**src/acss_pkg.sv**
```systemverilog
// Package of constants and types for the converter channel scan and select block.
package acss_pkg;

  // ----------------------------------------------------------------
  // Register map
  // ----------------------------------------------------------------
  localparam logic [3:0] ADDR_SETUP  = 4'h0;  // Reference, clock and polarity setup.
  localparam logic [3:0] ADDR_CONFIG = 4'h1;  // Scan, channel and input mode.
  localparam logic [3:0] ADDR_CTRL   = 4'h2;  // Start pulse and stop pulse.
  localparam logic [3:0] ADDR_STATUS = 4'h3;  // Busy, reserved code, power state.
  localparam logic [3:0] ADDR_ROUTE  = 4'h4;  // Current positive and negative input.
  localparam logic [3:0] ADDR_COUNT  = 4'h5;  // Conversions done in the current request.

  // ----------------------------------------------------------------
  // Field positions
  // ----------------------------------------------------------------
  localparam int SETUP_REFSEL_LSB = 4;   // Reference select, bits 6:4.
  localparam int SETUP_EXTCLK_BIT = 3;   // 1 selects the external conversion clock.
  localparam int SETUP_BIPOLAR    = 2;   // 1 selects bipolar coding.
  localparam int CFG_SCAN_LSB     = 5;   // Scan code, bits 6:5.
  localparam int CFG_CHAN_LSB     = 1;   // Channel code, bits 4:1.
  localparam int CFG_MODE_BIT     = 0;   // Input mode select.
  localparam int CTRL_START_BIT   = 0;
  localparam int CTRL_STOP_BIT    = 1;

  // ----------------------------------------------------------------
  // Reset values
  // ----------------------------------------------------------------
  localparam logic [7:0] SETUP_RESET  = 8'h00;  // Supply reference, internal clock, unipolar.
  localparam logic [7:0] CONFIG_RESET = 8'h61;  // Scan 11, input 0, single-ended.

  // ----------------------------------------------------------------
  // Codes and timing
  // ----------------------------------------------------------------
  localparam logic [1:0] SCAN_UP       = 2'h0;
  localparam logic [1:0] SCAN_REPEAT   = 2'h1;
  localparam logic [1:0] SCAN_UPPER    = 2'h2;
  localparam logic [1:0] SCAN_SINGLE   = 2'h3;
  localparam logic [3:0] REPEAT_COUNT  = 4'h8;
  localparam logic [3:0] CHAN_LAST     = 4'hB;   // Highest valid channel code.
  localparam logic [3:0] UPPER_START_4 = 4'h2;
  localparam logic [3:0] UPPER_START_8 = 4'h6;
  localparam logic [3:0] NO_INPUT      = 4'hF;   // Route code for ground or nothing.
  localparam int CONV_TIME_NS = 1000;          // One conversion slot.
  localparam int CLK_PERIOD_NS = 100;
  localparam logic [3:0] CONV_CYCLES = 4'((CONV_TIME_NS + CLK_PERIOD_NS - 1) / CLK_PERIOD_NS);

  // Variant: number of analog inputs.
  typedef enum logic [1:0]
  {
    ACSS_VAR_4  = 2'h0,
    ACSS_VAR_8  = 2'h1,
    ACSS_VAR_12 = 2'h2
  } acss_variant_t;

endpackage

```
**src/acss_cfg_if.sv**
```systemverilog
// Interface carrying the decoded configuration between the block's modules.
interface acss_cfg_if;
  logic [2:0] refsel;
  logic       input_mode_select;
  logic [3:0] chan_code;
  logic [1:0] scan_code;
  logic       ext_clk;
  logic       inref_on;
  logic       ref_pin_is_input;
  logic       ref_pin_drive;
  logic       ref_pin_ext;
  logic       auto_power_down;

  modport decoder
  (
    input  refsel,
    output inref_on,
    output ref_pin_is_input,
    output ref_pin_drive,
    output ref_pin_ext,
    output auto_power_down
  );

  modport core
  (
    output refsel,
    output input_mode_select,
    output chan_code,
    output scan_code,
    output ext_clk,
    input  inref_on,
    input  ref_pin_is_input,
    input  ref_pin_drive,
    input  ref_pin_ext,
    input  auto_power_down
  );
endinterface

```
**src/acss_ref_decode.sv**
```systemverilog
// Reference select decoder: source, shared pin role and internal reference power.
module acss_ref_decode
(
  acss_cfg_if.decoder cfg
);

  // Decode the three reference-select bits.
  always_comb
  begin
    cfg.inref_on         = cfg.refsel[2];
    cfg.ref_pin_is_input = ~cfg.refsel[1];
    cfg.ref_pin_ext      = ~cfg.refsel[2] & cfg.refsel[1];
    cfg.ref_pin_drive    = cfg.refsel[2] & cfg.refsel[1];
    cfg.auto_power_down  = cfg.refsel[2] & ~cfg.refsel[1] & ~cfg.refsel[0];
  end

endmodule

```
**src/acss_top.sv**
```systemverilog
// Top level of the converter channel scan and select control block.
// Summary of operation
// - Pseudo-differential codes pick adjacent even/odd pair.
// - Multi-channel differential scan follows low bit polarity.
// - Shared pin as reference reads as ground, except in the eight-input variant.
// - Smaller variants force upper channel bits zero.
// - Scan 00 converts input 0 up to selection.
// - Scan 01 converts selection eight times.
// - Four-input scan 10 runs from input 2.
// - Larger variants scan 10 from input 6.
// - Scan 11 converts selection once per request.
// - External clock with scan 01 or 11 repeats until master stops it.
// - Mode bit 1 single-ended, reset to 1.
// - Code 100 powers down analog while idle.
// - Power-up default: single-ended input 0, supply.
module acss_top
#(
  parameter acss_pkg::acss_variant_t VARIANT = acss_pkg::ACSS_VAR_12
)
(
  input  wire logic       core_clk_i,
  input  wire logic       rst_i,
  input  wire logic [3:0] addr_i,
  input  wire logic [7:0] wdata_i,
  input  wire logic       wr_i,
  input  wire logic       rd_i,
  output logic      [7:0] rdata_o,
  output logic      [3:0] pos_input_o,
  output logic      [3:0] neg_input_o,
  output logic            conv_start_o,
  output logic            busy_o,
  output logic            analog_on_o,
  output logic            inref_on_o,
  output logic            shared_input_ref_pin_oe_o,
  output logic            shared_input_ref_pin_ext_o,
  output logic            bipolar_o
);

  acss_cfg_if cfg ();

  typedef enum logic [1:0]
  {
    ACSS_IDLE = 2'h0,
    ACSS_CONV = 2'h1,
    ACSS_NEXT = 2'h2
  } acss_state_t;

  logic [7:0]  setup_q;
  logic [7:0]  config_q;
  acss_state_t state_q;
  logic [3:0]  cur_q;
  logic [3:0]  cnt_q;
  logic [3:0]  slot_q;
  logic [3:0]  first_ch;
  logic [3:0]  last_ch;
  logic [3:0]  sel_ch;
  logic [3:0]  pos_d;
  logic [3:0]  neg_d;
  logic        reserved_sel;
  logic        pair_mode;
  logic        start_req;
  logic        stop_req;
  logic        slot_done;
  logic        last_conv;

  // ----------------------------------------------------------------
  // Helper functions
  // ----------------------------------------------------------------

  // Force the channel bits that a smaller variant does not have to zero.
  function automatic logic [3:0] mask_chan(input logic [3:0] code);
    logic [3:0] m;
    m = code;
    if (VARIANT == acss_pkg::ACSS_VAR_4)
      m[3:2] = 2'h0;
    else if (VARIANT == acss_pkg::ACSS_VAR_8)
      m[3] = 1'h0;
    return m;
  endfunction

  // True for a channel code in the reserved range.
  function automatic logic is_reserved(input logic [3:0] code);
    return code > acss_pkg::CHAN_LAST;
  endfunction

  // Index of the input that carries the shared reference pin.
  function automatic logic [3:0] shared_pin();
    logic [3:0] p;
    p = acss_pkg::CHAN_LAST;
    if (VARIANT == acss_pkg::ACSS_VAR_4)
      p = 4'h3;
    return p;
  endfunction

  // ----------------------------------------------------------------
  // Register bus
  // ----------------------------------------------------------------
  assign start_req = wr_i & (addr_i == acss_pkg::ADDR_CTRL) & wdata_i[acss_pkg::CTRL_START_BIT];
  assign stop_req  = wr_i & (addr_i == acss_pkg::ADDR_CTRL) & wdata_i[acss_pkg::CTRL_STOP_BIT];

  // Setup register: reference select, clock source, polarity.
  always_ff @(posedge core_clk_i)
  begin
    if (rst_i)
      setup_q <= acss_pkg::SETUP_RESET;
    else if (wr_i && addr_i == acss_pkg::ADDR_SETUP)
      setup_q <= {1'h0, wdata_i[6:2], 2'h0};
  end

  // Configuration register: scan code, channel code, input mode.
  always_ff @(posedge core_clk_i)
  begin
    if (rst_i)
      config_q <= acss_pkg::CONFIG_RESET;
    else if (wr_i && addr_i == acss_pkg::ADDR_CONFIG)
      config_q <= {1'h0, wdata_i[6:5], mask_chan(wdata_i[4:1]), wdata_i[0]};
  end

  // Read data, registered one cycle after the strobe; unmapped reads give zero.
  always_ff @(posedge core_clk_i)
  begin
    if (rst_i)
      rdata_o <= 8'h00;
    else if (rd_i)
    begin
      unique case (addr_i)
        acss_pkg::ADDR_SETUP:  rdata_o <= setup_q;
        acss_pkg::ADDR_CONFIG: rdata_o <= config_q;
        acss_pkg::ADDR_STATUS: rdata_o <= {5'h00, analog_on_o, reserved_sel, busy_o};
        acss_pkg::ADDR_ROUTE:  rdata_o <= {pos_input_o, neg_input_o};
        acss_pkg::ADDR_COUNT:  rdata_o <= {4'h0, cnt_q};
        default:               rdata_o <= 8'h00;
      endcase
    end
    else
      rdata_o <= 8'h00;
  end

  // ----------------------------------------------------------------
  // Configuration decode
  // ----------------------------------------------------------------
  assign cfg.refsel            = setup_q[acss_pkg::SETUP_REFSEL_LSB +: 3];
  assign cfg.ext_clk           = setup_q[acss_pkg::SETUP_EXTCLK_BIT];
  assign cfg.input_mode_select = config_q[acss_pkg::CFG_MODE_BIT];
  assign cfg.chan_code         = config_q[acss_pkg::CFG_CHAN_LSB +: 4];
  assign cfg.scan_code         = config_q[acss_pkg::CFG_SCAN_LSB +: 2];

  acss_ref_decode u_ref
  (
    .cfg (cfg)
  );

  assign pair_mode    = ~cfg.input_mode_select;
  assign sel_ch       = cfg.chan_code;
  assign reserved_sel = is_reserved(sel_ch);

  // Scan range: first and last channel of a request.
  always_comb
  begin
    first_ch = sel_ch;
    last_ch  = sel_ch;
    unique case (cfg.scan_code)
      acss_pkg::SCAN_UP:
      begin
        first_ch = pair_mode ? {3'h0, sel_ch[0]} : 4'h0;
        last_ch  = sel_ch;
      end
      acss_pkg::SCAN_UPPER:
      begin
        if (VARIANT == acss_pkg::ACSS_VAR_4)
          first_ch = acss_pkg::UPPER_START_4 | {3'h0, pair_mode & sel_ch[0]};
        else
          first_ch = acss_pkg::UPPER_START_8 | {3'h0, pair_mode & sel_ch[0]};
        last_ch = (sel_ch < first_ch) ? first_ch : sel_ch;
      end
      acss_pkg::SCAN_REPEAT,
      acss_pkg::SCAN_SINGLE:
      begin
        first_ch = sel_ch;
        last_ch  = sel_ch;
      end
    endcase
  end

  // ----------------------------------------------------------------
  // Scan sequencer
  // ----------------------------------------------------------------
  assign slot_done = (slot_q == acss_pkg::CONV_CYCLES - 4'h1);

  // End of a request: external clock with scan 01 or 11 repeats until a stop, otherwise by scan code.
  always_comb
  begin
    if (cfg.ext_clk && cfg.scan_code[0])
      last_conv = 1'b0;
    else if (cfg.scan_code == acss_pkg::SCAN_REPEAT)
      last_conv = (cnt_q == acss_pkg::REPEAT_COUNT - 4'h1);
    else if (cfg.scan_code == acss_pkg::SCAN_SINGLE)
      last_conv = 1'b1;
    else
      last_conv = (cur_q >= last_ch) || (pair_mode && (cur_q + 4'h2 > last_ch));
  end

  // State machine: idle, converting one slot, stepping to the next channel.
  always_ff @(posedge core_clk_i)
  begin
    if (rst_i)
      state_q <= ACSS_IDLE;
    else if (stop_req)
      state_q <= ACSS_IDLE;
    else
    begin
      unique case (state_q)
        ACSS_IDLE: if (start_req && !reserved_sel) state_q <= ACSS_CONV;
        ACSS_CONV: if (slot_done) state_q <= last_conv ? ACSS_IDLE : ACSS_NEXT;
        ACSS_NEXT: state_q <= ACSS_CONV;
        default:   state_q <= ACSS_IDLE;
      endcase
    end
  end

  // Current channel: pairs step by two so the polarity of the low bit is kept.
  always_ff @(posedge core_clk_i)
  begin
    if (rst_i)
      cur_q <= 4'h0;
    else if (state_q == ACSS_IDLE && start_req)
      cur_q <= first_ch;
    else if (state_q == ACSS_NEXT && !cfg.scan_code[0])
      cur_q <= pair_mode ? cur_q + 4'h2 : cur_q + 4'h1;
  end

  // Conversions completed in this request.
  always_ff @(posedge core_clk_i)
  begin
    if (rst_i)
      cnt_q <= 4'h0;
    else if (state_q == ACSS_IDLE && start_req)
      cnt_q <= 4'h0;
    else if (state_q == ACSS_CONV && slot_done)
      cnt_q <= cnt_q + 4'h1;
  end

  // Cycle count inside one conversion slot.
  always_ff @(posedge core_clk_i)
  begin
    if (rst_i || state_q != ACSS_CONV)
      slot_q <= 4'h0;
    else
      slot_q <= slot_q + 4'h1;
  end

  // ----------------------------------------------------------------
  // Input routing
  // ----------------------------------------------------------------
  always_comb
  begin
    pos_d = cur_q;
    neg_d = acss_pkg::NO_INPUT;
    if (is_reserved(cur_q))
      pos_d = acss_pkg::NO_INPUT;
    else if (pair_mode)
    begin
      pos_d = cur_q;
      neg_d = {cur_q[3:1], ~cur_q[0]};
    end
    if (!cfg.ref_pin_is_input && VARIANT != acss_pkg::ACSS_VAR_8)
    begin
      if (pos_d == shared_pin())
        pos_d = acss_pkg::NO_INPUT;
      if (neg_d == shared_pin())
        neg_d = acss_pkg::NO_INPUT;
    end
  end

  // Registered routing outputs, held at no input while idle.
  always_ff @(posedge core_clk_i)
  begin
    if (rst_i)
    begin
      pos_input_o <= acss_pkg::NO_INPUT;
      neg_input_o <= acss_pkg::NO_INPUT;
    end
    else if (state_q == ACSS_CONV)
    begin
      pos_input_o <= pos_d;
      neg_input_o <= neg_d;
    end
    else
    begin
      pos_input_o <= acss_pkg::NO_INPUT;
      neg_input_o <= acss_pkg::NO_INPUT;
    end
  end

  // Conversion start pulse in the second cycle of each slot, registered from its first cycle.
  always_ff @(posedge core_clk_i)
  begin
    if (rst_i)
      conv_start_o <= 1'b0;
    else
      conv_start_o <= (state_q == ACSS_CONV) && (slot_q == 4'h0);
  end

  // ----------------------------------------------------------------
  // Power and reference pin
  // ----------------------------------------------------------------
  assign busy_o = (state_q != ACSS_IDLE);

  // Analog section sleeps while idle under auto power-down.
  always_ff @(posedge core_clk_i)
  begin
    if (rst_i)
      analog_on_o <= 1'b1;
    else
      analog_on_o <= ~cfg.auto_power_down | busy_o | start_req;
  end

  // Internal reference power and shared pin role.
  always_ff @(posedge core_clk_i)
  begin
    if (rst_i)
    begin
      inref_on_o                 <= 1'b0;
      shared_input_ref_pin_oe_o  <= 1'b0;
      shared_input_ref_pin_ext_o <= 1'b0;
      bipolar_o                  <= 1'b0;
    end
    else
    begin
      inref_on_o                 <= cfg.inref_on & (~cfg.auto_power_down | busy_o);
      shared_input_ref_pin_oe_o  <= cfg.ref_pin_drive;
      shared_input_ref_pin_ext_o <= cfg.ref_pin_ext;
      bipolar_o                  <= setup_q[acss_pkg::SETUP_BIPOLAR];
    end
  end

endmodule

```
**config.mk**
```make
export PLATFORM = sky130hd
export DESIGN_NAME = acss_top
export DESIGN_NICKNAME = d
export VERILOG_FILES = /design/src/acss_pkg.sv /design/src/acss_cfg_if.sv /design/src/acss_ref_decode.sv /design/src/acss_top.sv
export SDC_FILE = /design/constraint.sdc
export NUM_CORES = 1
export LEC_CHECK = 0
export ABC_AREA = 0
export BUFFER_PORTS_ARGS = -buffer_cell sky130_fd_sc_hd__clkbuf_2
export CAP_MARGIN = 20
export CORE_ASPECT_RATIO = 1.2
export CORE_MARGIN = 1.5
export CORE_UTILIZATION = 51
export DETAILED_ROUTE_END_ITERATION = 8
export PLACE_DENSITY = 0.83
export SKIP_LAST_GASP = 1
export SYNTH_ARGS = -nofsm -noshare
export SYNTH_HDL_FRONTEND = slang
export SYNTH_SLANG_ARGS = --single-unit
export TNS_END_PERCENT = 30
```
**constraint.sdc**
```tcl
create_clock -name core_clk_i -period 2.1 [get_ports core_clk_i]
set_input_delay 0.21 -clock core_clk_i [delete_from_list [all_inputs] [get_ports core_clk_i]]
set_output_delay 0.21 -clock core_clk_i [all_outputs]
set_load 0.02 [all_outputs]
```
Word-level counts from Yosys, hierarchy flattened --
Index checks and enable logic that the tools add are counted.
Operators by class: add/sub/neg operators 4, magnitude comparators 5, eq/ne operators 17, multiplexer cells 23, bitwise gates (word level) 19, reductions and logical operators 26
Operators by type and width (count):
- $mux 4 | 12
- $pmux 8 s5 | 1
- $add 4x1->4 const B | 3
- $eq 4x3->1 const B | 3
- $eq 4x4->1 const B | 3
- $pmux 4 s3 | 1
- $reduce_or 2->1 | 5
- $and 1x1->1 | 9
- $logic_and 1x1->1 | 9
- $eq 4x2->1 const B | 2
- $gt 4x4->1 const B | 2
- $logic_not 4->1 | 2
- $not 1->1 | 8
- $pmux 4 s2 | 1
- $eq 2x2->1 const B | 3
- $mux 2 | 3
- $pmux 2 s3 | 1
- $add 4x2->4 const B | 1
- $eq 2x1->1 const B | 2
- $eq 4x1->1 const B | 1
- $ge 4x4->1 | 1
- $gt 4x4->1 | 1
- $logic_not 2->1 | 2
- $lt 4x4->1 | 1
- 9 further kinds | 17
Storage, ports and cells: flip-flop bits (word level) 48, output and inout bits 23, word-level logic and storage cells 109

Depth between registers and ports, before layout --
Gate-level depths: netlist (run 1).
depth after elaboration 15, mapped depth 8

Hierarchy --
A second synthesis (run 1) with hierarchy kept.
Second synthesis, totals: cells, all modules 252, area total of the unflattened synthesis 2384.8 um^2
Modules (own cells, without submodules):
- acss_top | instances 1, cells each 247, area an instance 2344.7 um^2, seq. area each 960.9 um^2
- acss_ref_decode | instances 1, cells each 5, area an instance 40.0 um^2, seq. area each 0.0 um^2

Worst setup path after synthesis (run 1) --
No wires, ideal clock.
kind flip-flop to flip-flop, start point register config_q[4], end point register state_q[1], data arrival time 1.576 ns, required time 2.040 ns, path slack 0.464 ns, cell stages (with the launch flop) 8, path buffers 1, cell sequence dfxtp_1 > clkbuf_1 > nor2_1 > nor2_1 > ha_1 > o21a_1 > o311ai_0 > o2111a_1
On the way: longest elaborated chain between the ends 12, elaborated cells on any way between the ends 18, classes of those cells 4 x order compare; 1 x eq/ne; 8 x mux; 5 x reduce/logical
RTL lines:
- from (decl) | RTL line acss_top.sv:49 | logic [7:0] config_q;
- from (signal assigned) | RTL line acss_top.sv:114 | config_q <= acss_pkg::CONFIG_RESET;
- from (signal assigned) | RTL line acss_top.sv:116 | config_q <= {1'h0, wdata_i[6:5], mask_chan(wdata_i[4:1]), wdata_i[0]};
- $lt 4x4->1 | RTL line acss_top.sv:174 | last_ch = (sel_ch < first_ch) ? first_ch : sel_ch;
- $mux 4 | RTL line acss_top.sv:174
- $pmux 4 s2 | RTL line acss_top.sv:162 | unique case (cfg.scan_code)
- $gt 4x4->1 | RTL line acss_top.sv:200 | last_conv = (cur_q >= last_ch) || (pair_mode && (cur_q + 4'h2 > last_ch));
- $logic_and 1x1->1 | RTL line acss_top.sv:200
- $logic_or 1x1->1 | RTL line acss_top.sv:200
- $mux 1 | RTL line acss_top.sv:197 | else if (cfg.scan_code == acss_pkg::SCAN_SINGLE)
- $mux 1 | RTL line acss_top.sv:195 | else if (cfg.scan_code == acss_pkg::SCAN_REPEAT)
- $mux 1 | RTL line acss_top.sv:193 | if (cfg.ext_clk && cfg.scan_code[0])
- $mux 2 (2 in series) | RTL line acss_top.sv:214 | ACSS_CONV: if (slot_done) state_q <= last_conv ? ACSS_IDLE : ACSS_NEXT;
- $pmux 2 s3 | RTL line acss_top.sv:212 | unique case (state_q)
- to (signal assigned) | RTL line acss_top.sv:214
- to (decl) | RTL line acss_top.sv:50 | acss_state_t state_q;
Several ways; a longest one is shown, not always the timed one. The select of a mux whose other input is x is not followed. A chain may end at the register's enable or synchronous reset.

Worst setup path after layout (run 1) --
start point register config_q[6], end point register state_q[1]
On the way: longest elaborated chain between the ends 12, elaborated cells on any way between the ends 16, classes of those cells 2 x order compare; 3 x eq/ne; 7 x mux; 4 x reduce/logical
RTL lines (RTL line):
- $eq 2x1->1 (tied with other cells) | acss_top.sv:162, acss_top.sv:195
- $reduce_or 3->1 (no source line)
- $pmux 4 s2 | acss_top.sv:162
- $gt 4x4->1 | acss_top.sv:200
- $logic_and 1x1->1 | acss_top.sv:200
- $logic_or 1x1->1 | acss_top.sv:200
- $mux 1 | acss_top.sv:197
- $mux 1 (*) | acss_top.sv:195
- $mux 1 (*) | acss_top.sv:193
- $mux 2 (*) (2 in series) | acss_top.sv:214
- $pmux 2 s3 (*) | acss_top.sv:212
Mark *: on every way between the ends. The rest lies on a longest branch, timed or not. The select of a mux whose other input is x is not followed.

==> results of run 1 <==
[synthesized netlist by cell type, drive strengths merged, types with 6 or more instances]
cell	count	area share, %
nor3	7	1.5
inv	16	2.6
nand2	14	2.3
buf	6	1.8
nor2b	8	2.1
clkbuf	7	1.1
mux2i	14	6.0
ha	14	7.5
dfxtp	48	41
nand2b	6	1.6
nand3	8	1.9
a21oi	9	1.9
nor2	34	5.5
[registers in the layout, summed over array words and instances, names as in the netlist]
register                    count
conv_start_o                    1
inref_on_o                      1
cur_q                           4
shared_input_ref_pin_ext_o      1
pos_input_o                     4
config_q                        7
neg_input_o                     4
state_q                         2
cnt_q                           4
slot_q                          4
setup_q                         5
shared_input_ref_pin_oe_o       1
analog_on_o                     1
bipolar_o                       1
rdata_o                         8
[power groups by stage]
stage                     sequential (mW)  clock, mW  combinational (mW)
after floorplan                     0.951          0              0.0901
after global placement              0.950          0               0.130
after detailed placement            0.951          0               0.132
after CTS                           0.929      0.520               0.133
after global routing                0.931      0.562               0.148
final                               0.930      0.514               0.135
[cell type report]
| class | count | area (um^2) |
|---|---|---|
| Multi-Input combinational cell | 177 | 1240 |
| Sequential cell | 48 | 961 |
| Timing Repair Buffer | 41 | 215 |
| Fill cell | 383 | 1700 |
| Inverter | 16 | 60.1 |
| Clock inverter | 1 | 5.00 |
| Tap cell | 56 | 70.1 |
| Clock buffer | 6 | 72.6 |
[worst max-delay path, cell delays in order, from the launching register on]
cell      delay [ns]
dfxtp_1         0.42
nand2b_1        0.12
nor2_1          0.19
nor2_1          0.10
ha_1            0.29
o21a_1          0.17
o311ai_0        0.29
o2111a_1        0.23
[through the flow]
stage / instances / instance area [um^2]
finish: 345 / 2630
global route: 345 / 2630
CTS: 345 / 2630
detailed placement: 338 / 2550
global placement: 338 / 2550
floorplan: 254 / 2330
[how the worst min path moves through the flow]
stage	start	to	slack (ns)	cells past startpoint
floorplan	wdata_i[1]	config_q[1]$_SDFFE_PP0P_	0.35	2
global placement	pos_input_o[3]$_SDFF_PP1_	rdata_o[7]$_SDFF_PP0_	0.42	2
detailed placement	pos_input_o[3]$_SDFF_PP1_	rdata_o[7]$_SDFF_PP0_	0.45	2
CTS	wdata_i[5]	setup_q[5]$_SDFFE_PP0P_	0.16	3
global route	wdata_i[3]	setup_q[3]$_SDFFE_PP0P_	0.16	3
finish	wdata_i[5]	setup_q[5]$_SDFFE_PP0P_	0.16	3
[kinds of logic (layout without fill, tap and decap cells)]
kind of cell             after synthesis  in the layout  synth area share (%)
AND/OR/NAND/NOR                       99             99                  22.8
adder cells (fa/ha/maj)               14             14                  7.51
XOR/XNOR                               6              6                  2.25
multiplexers                          16             16                  7.94
buffers and inverters                 29             64                  5.53
flip-flops                            48             48                  41.2
AO/OA/AOI/OAI                         42             42                  12.7
[layer usage]
layer / global-route usage [%] / vias up
met3: 3.81 / 14
met2: 39.6 / 71
met1: 26.0 / 919
met5: 0 / -
met4: 9.57 / 0
li1: - / 957
==> key figures, run 1 <==
Worst setup path
  – R2r startpoint: config_q[6]$_SDFFE_PP1P_
  – Setup crit start kind: flop
  – Setup CP Type: flop to flop
  – Worst Setup SP: config_q[6]$_SDFFE_PP1P_
  – Reg2reg setup slack: between 0.2 and 0.3 ns
  – Worst Path Max Fanout: 4
  – R2R Path End: state_q[1]$_SDFFE_PP0P_
  – CP Data Arrival Time: approximately 2.1 ns
  – Required time of the critical path: 2.34 ns
  – Worst setup path end: state_q[1]$_SDFFE_PP0P_
  – Crit. End Element: flop
  – Reg2Reg Depth: 7

Pwr
  – Comb power frac: under 10%
  – PwrDens: ~600 nW/um^2
  – Sw Ratio: a little under a quarter
  – Psw: about 0.38 mW
  – Cell Int Power: 1.20 mW
  – Static leakage: between 1 and 1.5 nW
  – Worst vdd ir: just over 300 uV
  – Clock network power share: roughly a third
  – Pwr Total: around 1.6 mW
  – Reg power frac: just under 60%

Timing
  – Final setup margin: ~0.26 ns
  – Final setup viols: 0
  – Fmax: about 0.54 GHz
  – RSZ-0062 raised after global routing: no
  – Measured slew at the worst slew-check pin: approximately 0.50 ns
  – Max-slew violation count: 0
  – Hold Vio Cnt, Final: 0
  – Worst Skew: 0.00329 ns
  – Worst Hold Slack: roughly 0.16 ns
  – Period Utilization, post-route: 87.9%
  – Fin crit period: around 1.8 ns
  – Max-slew headroom: about 66%
  – Setup_tns: 0 ns

Synthesis
  – Main synth FF type: dfxtp_1
  – Cell Area, Synth: around 2300 um^2
  – Syn Inst Count: about 250
  – EDFF count, synth: 0
  – Sequential element share of the synthesized area: between 40% and 50%
  – Post-synthesis net count: 284
  – Yosys cell types: between 40 and 50
  – Ys async rst share: 0%
  – Syn_area_per_cell: slightly above 9 um^2
  – Yosys synthesis warning count: 0
  – Yosys reg bits: between 40 and 50

Placed design
  – Gp weighted congestion: 0.880
  – HPWL Detailed: 3.93 mm
  – Pre-CTS setup slack: 0.293 ns
  – # port buffers: 37

Die
  – Initial Util: a little over half
  – Die Span Y: 77.1 um
  – Core Area: 4330 um^2
  – Die X: roughly 65 um
  – Row Count: 26
  – Top-level port count: 39
  – Die area: between 4000 and 5000 um^2

Route
  – Met2 WL: ~2.7 mm
  – DRT Pass-1 Iters: 4
  – Via density per instance: approximately 5.7
  – Metal-1 WL: 2.10 mm
  – Met3 WL: 250 um
  – Drt initial violations: between 150 and 200
  – Routed via count: between 1500 and 2000
  – Remaining DRCs: 0
  – Uppermost layer routed: met4
  – Final wirelength: roughly 5.2 mm
  – Drt wl/cell: roughly 15 um
  – Post-route ant nets: 0

Global routing
  – Initial antenna violation count: 0
  – Largest net degree at the start of global routing: 23
  – First-pass GRT wire length: around 8.9 mm
  – GRT overflow: 0
  – All-Layer GR Usage: 22.4%
  – Vias in the first global route: about 1900

Clock network
  – Clk_lat worst skew: about 0.3 ns
  – Resized cells post-CTS: 0
  – Worst-path clk slew: about 0.080 ns
  – Clock Tree Root: clkbuf_8
  – CTS Sinks: 48
  – Setup Buffers After CTS: 0
  – Cts-stage hold buffer count: 0
  – Clk buf depth: 2
  – H-tree depth: 2
  – Num CTS Buffers: 5
  – CTS tree: yes

Layout
  – Fin util: roughly three fifths
  – Layout cells sized above 1: a little under a fifth
  – N_diodes: 0
  – Most common cell after layout, fill and taps aside: dfxtp_1
  – Final net count: 319
  – Most used cells in the layout excluding fill and tap cells: 48 x dfxtp_1, 37 x clkbuf_2, 34 x nor2_1
  – Synthesis-to-finish area growth: 12.6%

Hold path
  – Hold Path Class: primary input to flop

Status
  – Status: finished, final reports clean

Flow run
  – Max Cap Viol: 0
Note: power is estimated with default switching activity, not from simulation.
==> run 2: changes to the inputs <==
Settings changed: CTS_BUF_LIST from default to sky130_fd_sc_hd__clkbuf_8, SKIP_CTS_REPAIR_TIMING from default to 1.
==> run 2 against run 1 <==
  * Routed wire length shrank 0.60%
  * Maximum frequency grew 0.20%
  * Clock skew grew 0.00062 ns
  * Sequential power is essentially flat
  * Worst hold slack gained 0.0016 ns
  * Sequential share of layout area is the same
  * Worst setup slack gained 0.0038 ns
  * Largest cell class unchanged
  * Largest power group unchanged
==> key figures, run 2 (synthesis results as in run 1) <==
Status
  – Status: finished, final reports clean

Route
  – Remaining DRCs: 0
  – Final wirelength: between 5 and 6 mm
  – Routed via count: between 1500 and 2000
  – Via density per instance: 5.67
  – DRT Pass-1 Iters: 4
  – Drt initial violations: around 180
  – Drt wl/cell: around 15 um
  – Post-route ant nets: 0

Placed design
  – Gp weighted congestion: between 0.8 and 0.9
  – HPWL Detailed: approximately 3.9 mm
  – # port buffers: 37

Pwr
  – Comb power frac: ~8.5%
  – PwrDens: between 500 and 600 nW/um^2
  – Static leakage: approximately 1.1 nW
  – Psw: around 0.37 mW
  – Sw Ratio: between 20% and 30%
  – Worst vdd ir: ~310 uV
  – Clock network power share: between 30% and 40%
  – Reg power frac: roughly 60%
  – Pwr Total: 1.57 mW
  – Cell Int Power: roughly 1.2 mW

Die
  – Initial Util: between 50% and 60%
  – Top-level port count: 39
  – Die X: ~65 um
  – Row Count: 26
  – Die area: 4990 um^2
  – Core Area: ~4300 um^2
  – Die Span Y: between 70 and 80 um

Timing
  – Setup_tns: 0 ns
  – Period Utilization, post-route: between 80% and 90%
  – Fin crit period: around 1.8 ns
  – Max-slew violation count: 0
  – Measured slew at the worst slew-check pin: 0.502 ns
  – Max-slew headroom: roughly two thirds
  – Hold Vio Cnt, Final: 0
  – Fmax: roughly 0.54 GHz
  – Final setup viols: 0
  – RSZ-0062 raised after global routing: no
  – Worst Skew: 0.00390 ns

Layout
  – Most common cell after layout, fill and taps aside: dfxtp_1
  – N_diodes: 0
  – Max reg flops: 8
  – Most used cells in the layout excluding fill and tap cells: 48 x dfxtp_1, 37 x clkbuf_2, 34 x nor2_1
  – Synthesis-to-finish area growth: 12.6%
  – Biggest regs: rdata_o (8), config_q (7), setup_q (5)
  – Largest Register: rdata_o
  – Final net count: 319
  – Layout cells sized above 1: around a fifth
  – Area of the multi-input gates: 1240 um^2
  – FILL cells: approximately 380
  – Register area: about 960 um^2

Flow run
  – Max Cap Viol: 0

Clock network
  – Clock Tree Root: clkbuf_8
  – Clk_lat worst skew: 0.29 ns
  – Num CTS Buffers: 5
  – Worst-path clk slew: roughly 0.080 ns
  – Clk buf depth: 2
  – CTS tree: yes
  – CTS Sinks: 48
  – H-tree depth: 2

Global routing
  – Initial antenna violation count: 0
  – Vias in the first global route: 1944
  – GRT overflow: 0
  – First-pass GRT wire length: 8.85 mm
  – Largest net degree at the start of global routing: 23
  – All-Layer GR Usage: between 20 and 25%

Worst setup path
  – Worst Path Max Fanout: 4
  – Crit. End Element: flop
  – Reg2Reg Depth: 7
  – Worst setup path end: state_q[1]$_SDFFE_PP0P_
  – Worst Setup SP: config_q[6]$_SDFFE_PP1P_
  – CP Data Arrival Time: roughly 2.1 ns
  – Setup crit start kind: flop
  – Crit path cell chain: nand2b_1 -> nor2_1 -> nor2_1 -> ha_1 -> o21a_1 -> o311ai_0 -> o2111a_1
  – R2r startpoint: config_q[6]$_SDFFE_PP1P_
  – Reg2reg setup slack: 0.26 ns
  – Crit path top cell by count: nor2_1
  – Crit-path slowest cell: dfxtp_1
  – Slowest stage delay, CP: 0.41 ns
  – Setup CP Type: flop to flop
  – R2R Path End: state_q[1]$_SDFFE_PP0P_
  – Required time of the critical path: roughly 2.3 ns

Hold path
  – Hold Path Class: primary input to flop
  – Worst hold stages: 3
[run 2: worst min path at each step]
stage	start	end	slack (ns)
after floorplan	wdata_i[1]	config_q[1]$_SDFFE_PP0P_	0.35
after global placement	pos_input_o[3]$_SDFF_PP1_	rdata_o[7]$_SDFF_PP0_	0.42
after detailed placement	pos_input_o[3]$_SDFF_PP1_	rdata_o[7]$_SDFF_PP0_	0.45
after CTS	wdata_i[5]	setup_q[5]$_SDFFE_PP0P_	0.16
after global routing	wdata_i[3]	setup_q[3]$_SDFFE_PP0P_	0.16
final	wdata_i[5]	setup_q[5]$_SDFFE_PP0P_	0.16
[run 2: per-stage QoR]
stage	worst slack, ns	hold WS [ns]	instances	utilization, %	cell area, um^2
floorplan	0.464	0.354	254	-	2330
global placement	0.330	0.423	338	58.9	2550
detailed placement	0.293	0.452	338	58.9	2550
CTS	0.262	0.163	345	60.7	2630
global route	0.0348	0.164	345	60.7	2630
finish	0.259	0.163	345	60.7	2630
[run 2: worst max-delay path, delay by kind of cell, from the launching register on]
family | cells | cell delay, ns
adders and majority gates | 1 | 0.29
and+or+nand+nor | 3 | 0.41
AOI/OAI and AO/OA | 3 | 0.69
DFF | 1 | 0.41
[run 2: final cells by class]
class | count | share of cell area [%]
clock inverter | 2 | 0.334
tap | 56 | 2.67
clock buffer | 5 | 2.62
timing repair buffer | 41 | 8.20
multi-input combinational | 177 | 47.3
sequential | 48 | 36.6
inverter | 16 | 2.29
[run 2: power by group through the flow]
| stage | sequential [mW] | combinational, mW | clock, mW |
|---|---|---|---|
| finish | 0.930 | 0.134 | 0.509 |
| detailed placement | 0.951 | 0.132 | 0 |
| global placement | 0.950 | 0.130 | 0 |
| global route | 0.931 | 0.148 | 0.557 |
| floorplan | 0.951 | 0.0901 | 0 |
| CTS | 0.929 | 0.133 | 0.516 |
[run 2: per-layer routing]
metal | share of wire, % | global-route usage (%)
met5 | 0 | 0
met3 | 4.4 | 3.81
met2 | 53 | 39.6
met4 | 2.5 | 9.57
met1 | 40 | 26.0
==> run 3: changes to the inputs <==
Settings changed: ABC_CLOCK_PERIOD_IN_PS from default to 2100, SYNTH_HIERARCHICAL from default to 1.
==> run 3 against run 2 <==
  * Sequential share of layout area shrank 1.5 points
  * Via count up 1.9%
  * Sequential power is essentially flat
  * Clock power grew 15%
  * Critical path type unchanged
  * Highest routed layer unchanged
==> key figures, run 3 <==
Layout
  – Layout cells sized above 1: around a quarter
  – Max reg flops: 8
  – Biggest regs: rdata_o (8), config_q (7), setup_q (5)
  – Final instance area: 2730 um^2
  – Final net count: about 320
  – Most used cells in the layout excluding fill and tap cells: 48 x dfxtp_1, 37 x clkbuf_2, 30 x nor2_1
  – Largest Register: rdata_o
  – Synthesis-to-finish area growth: 14.6%
  – N_diodes: 0
  – Most common cell after layout, fill and taps aside: dfxtp_1

Pwr
  – Static leakage: around 1.2 nW
  – Worst vdd ir: approximately 290 uV
  – PwrDens: 606 nW/um^2

Global routing
  – Vias in the first global route: a little under 2000
  – All-Layer GR Usage: about 23%
  – Largest net degree at the start of global routing: 27
  – Initial antenna violation count: 0
  – First-pass GRT wire length: roughly 8.9 mm
  – GRT overflow: 0

Synthesis
  – Most common cell in the netlist: dfxtp_1
  – Sequential element share of the synthesized area: between 40% and 50%
  – Yosys top cell by area: dfxtp_1
  – Ys async rst share: 0%
  – Cell Area, Synth: around 2400 um^2
  – Top cell type's share of synthesized area: 40.3%
  – Post-synthesis net count: between 200 and 300
  – Most frequent cells after synthesis: 48 x dfxtp_1, 31 x nor2_1, 16 x inv_1
  – Main synth FF type: dfxtp_1
  – Syn Inst Count: approximately 250
  – Yosys reg bits: between 40 and 50
  – Largest cells by area after synthesis: dfxtp_1 40%, ha_1 7.3%, mux2i_1 6.3%
  – Syn_area_per_cell: 9.46 um^2
  – Yosys cell types: between 50 and 60
  – Yosys synthesis warning count: 6
  – EDFF count, synth: 0

Clock network
  – CTS tree: yes
  – H-tree depth: 2
  – Clk buf depth: 2
  – CTS Sinks: 48
  – Num CTS Buffers: 5
  – Clk_lat worst skew: a little over 0.3 ns
  – Worst-path clk slew: roughly 0.090 ns
  – Clock Tree Root: clkbuf_8

Timing
  – Max-slew headroom: about 68%
  – Hold Vio Cnt, Final: 0
  – Period Utilization, post-route: 93.5%
  – Setup_tns: 0 ns
  – Worst Skew: about 0.0067 ns
  – RSZ-0062 raised after global routing: no
  – Fmax: around 0.51 GHz
  – Measured slew at the worst slew-check pin: between 0.4 and 0.5 ns
  – Max-slew violation count: 0
  – Final setup viols: 0
  – Fin crit period: between 1.5 and 2 ns

Worst setup path
  – Worst Path Max Fanout: 4
  – Setup crit start kind: flop
  – Crit. End Element: flop
  – CP Data Arrival Time: around 2.2 ns
  – Required time of the critical path: around 2.3 ns
  – Setup CP Type: flop to flop

Die
  – Core Area: approximately 4500 um^2
  – Die X: ~65 um
  – Top-level port count: 39
  – Die Span Y: 77.9 um
  – Row Count: 27
  – Die area: slightly above 5000 um^2
  – Initial Util: a little over half

Hold path
  – Hold Path Class: primary input to flop

Route
  – Drt wl/cell: about 16 um
  – DRT Pass-1 Iters: 4
  – Remaining DRCs: 0
  – Via density per instance: ~5.7
  – Post-route ant nets: 0
  – Routed via count: roughly 2000
  – Final wirelength: about 5.4 mm
  – Drt initial violations: about 140

Placed design
  – Gp weighted congestion: between 0.9 and 1
  – HPWL Detailed: 4.10 mm
  – # port buffers: 37
  – Area after DPL: 2630 um^2

Status
  – Status: finished, final reports clean

Flow run
  – Max Cap Viol: 0
run 3: cell families after synthesis:
kind of cell	Yosys count	share of synthesized area, %
adders and majority gates	14	7.35
buffers and inverters	28	5.46
AOI/OAI and AO/OA	39	11.7
DFF	48	40.3
xor gates and xnor gates	7	2.57
and+or+nand+nor	99	24.4
muxes	17	8.18
run 3: cell type report:
class                           instances  area, um^2
Multi-Input combinational cell        176        1310
Clock inverter                          2        15.0
Sequential cell                        48         961
Clock buffer                            6        82.6
Tap cell                               58        72.6
Timing Repair Buffer                   44         238
Inverter                               16        60.1
Fill cell                             384        1790
run 3: worst max-delay path, stage by stage (launching register included):
cell and delay [ns]:
dfxtp_1 0.40, nor2b_2 0.21, and2_1 0.20, a31oi_1 0.12, ha_1 0.30, a41o_1 0.25
a211oi_1 0.27, nor4b_2 0.09
run 3: metrics by stage:
stage	cells	power (mW)	worst slack [ns]	utilization [%]	hold slack, ns
after floorplan	252	1.04	0.156	-	0.354
after global placement	342	1.08	0.206	58.0	0.431
after detailed placement	342	1.09	0.141	58.0	0.451
after CTS	350	1.66	0.103	60.1	0.119
after global routing	350	1.72	0.000890	60.4	0.128
final	350	1.66	0.136	60.4	0.126
run 3: worst paths after layout:
check | startpoint | to | slack, ns | depth (start not counted)
setup / recovery | config_q[6]$_SDFFE_PP1P_ | state_q[1]$_SDFFE_PP0P_ | 0.14 | 7
hold / removal | rst_i | cnt_q[3]$_SDFFE_PP0P_ | 0.13 | 2
setup reg to reg | config_q[6]$_SDFFE_PP1P_ | state_q[1]$_SDFFE_PP0P_ | 0.14 | 7
hold reg to reg | pos_input_o[3]$_SDFF_PP1_ | rdata_o[7]$_SDFF_PP0_ | 0.46 | 2
run 3: where the power goes:
| group | switching [mW] | leakage (nW) | total [mW] | internal [mW] |
|---|---|---|---|---|
| sequential | 0.0105 | 0.388 | 0.929 | 0.918 |
| combinational | 0.0806 | 0.741 | 0.140 | 0.0593 |
| clock | 0.320 | 0.0434 | 0.587 | 0.267 |
run 3: metal layers:
metal  wire (um)  vias to the layer above  share of wire, %  GRT usage [%]
li1            -                      961                 -              -
met1        2210                      932                41           25.2
met2        2730                       79                50           40.6
met3         273                       20               5.0           3.48
met4         214                        0               3.9           13.1
met5           0                        -                 0              0
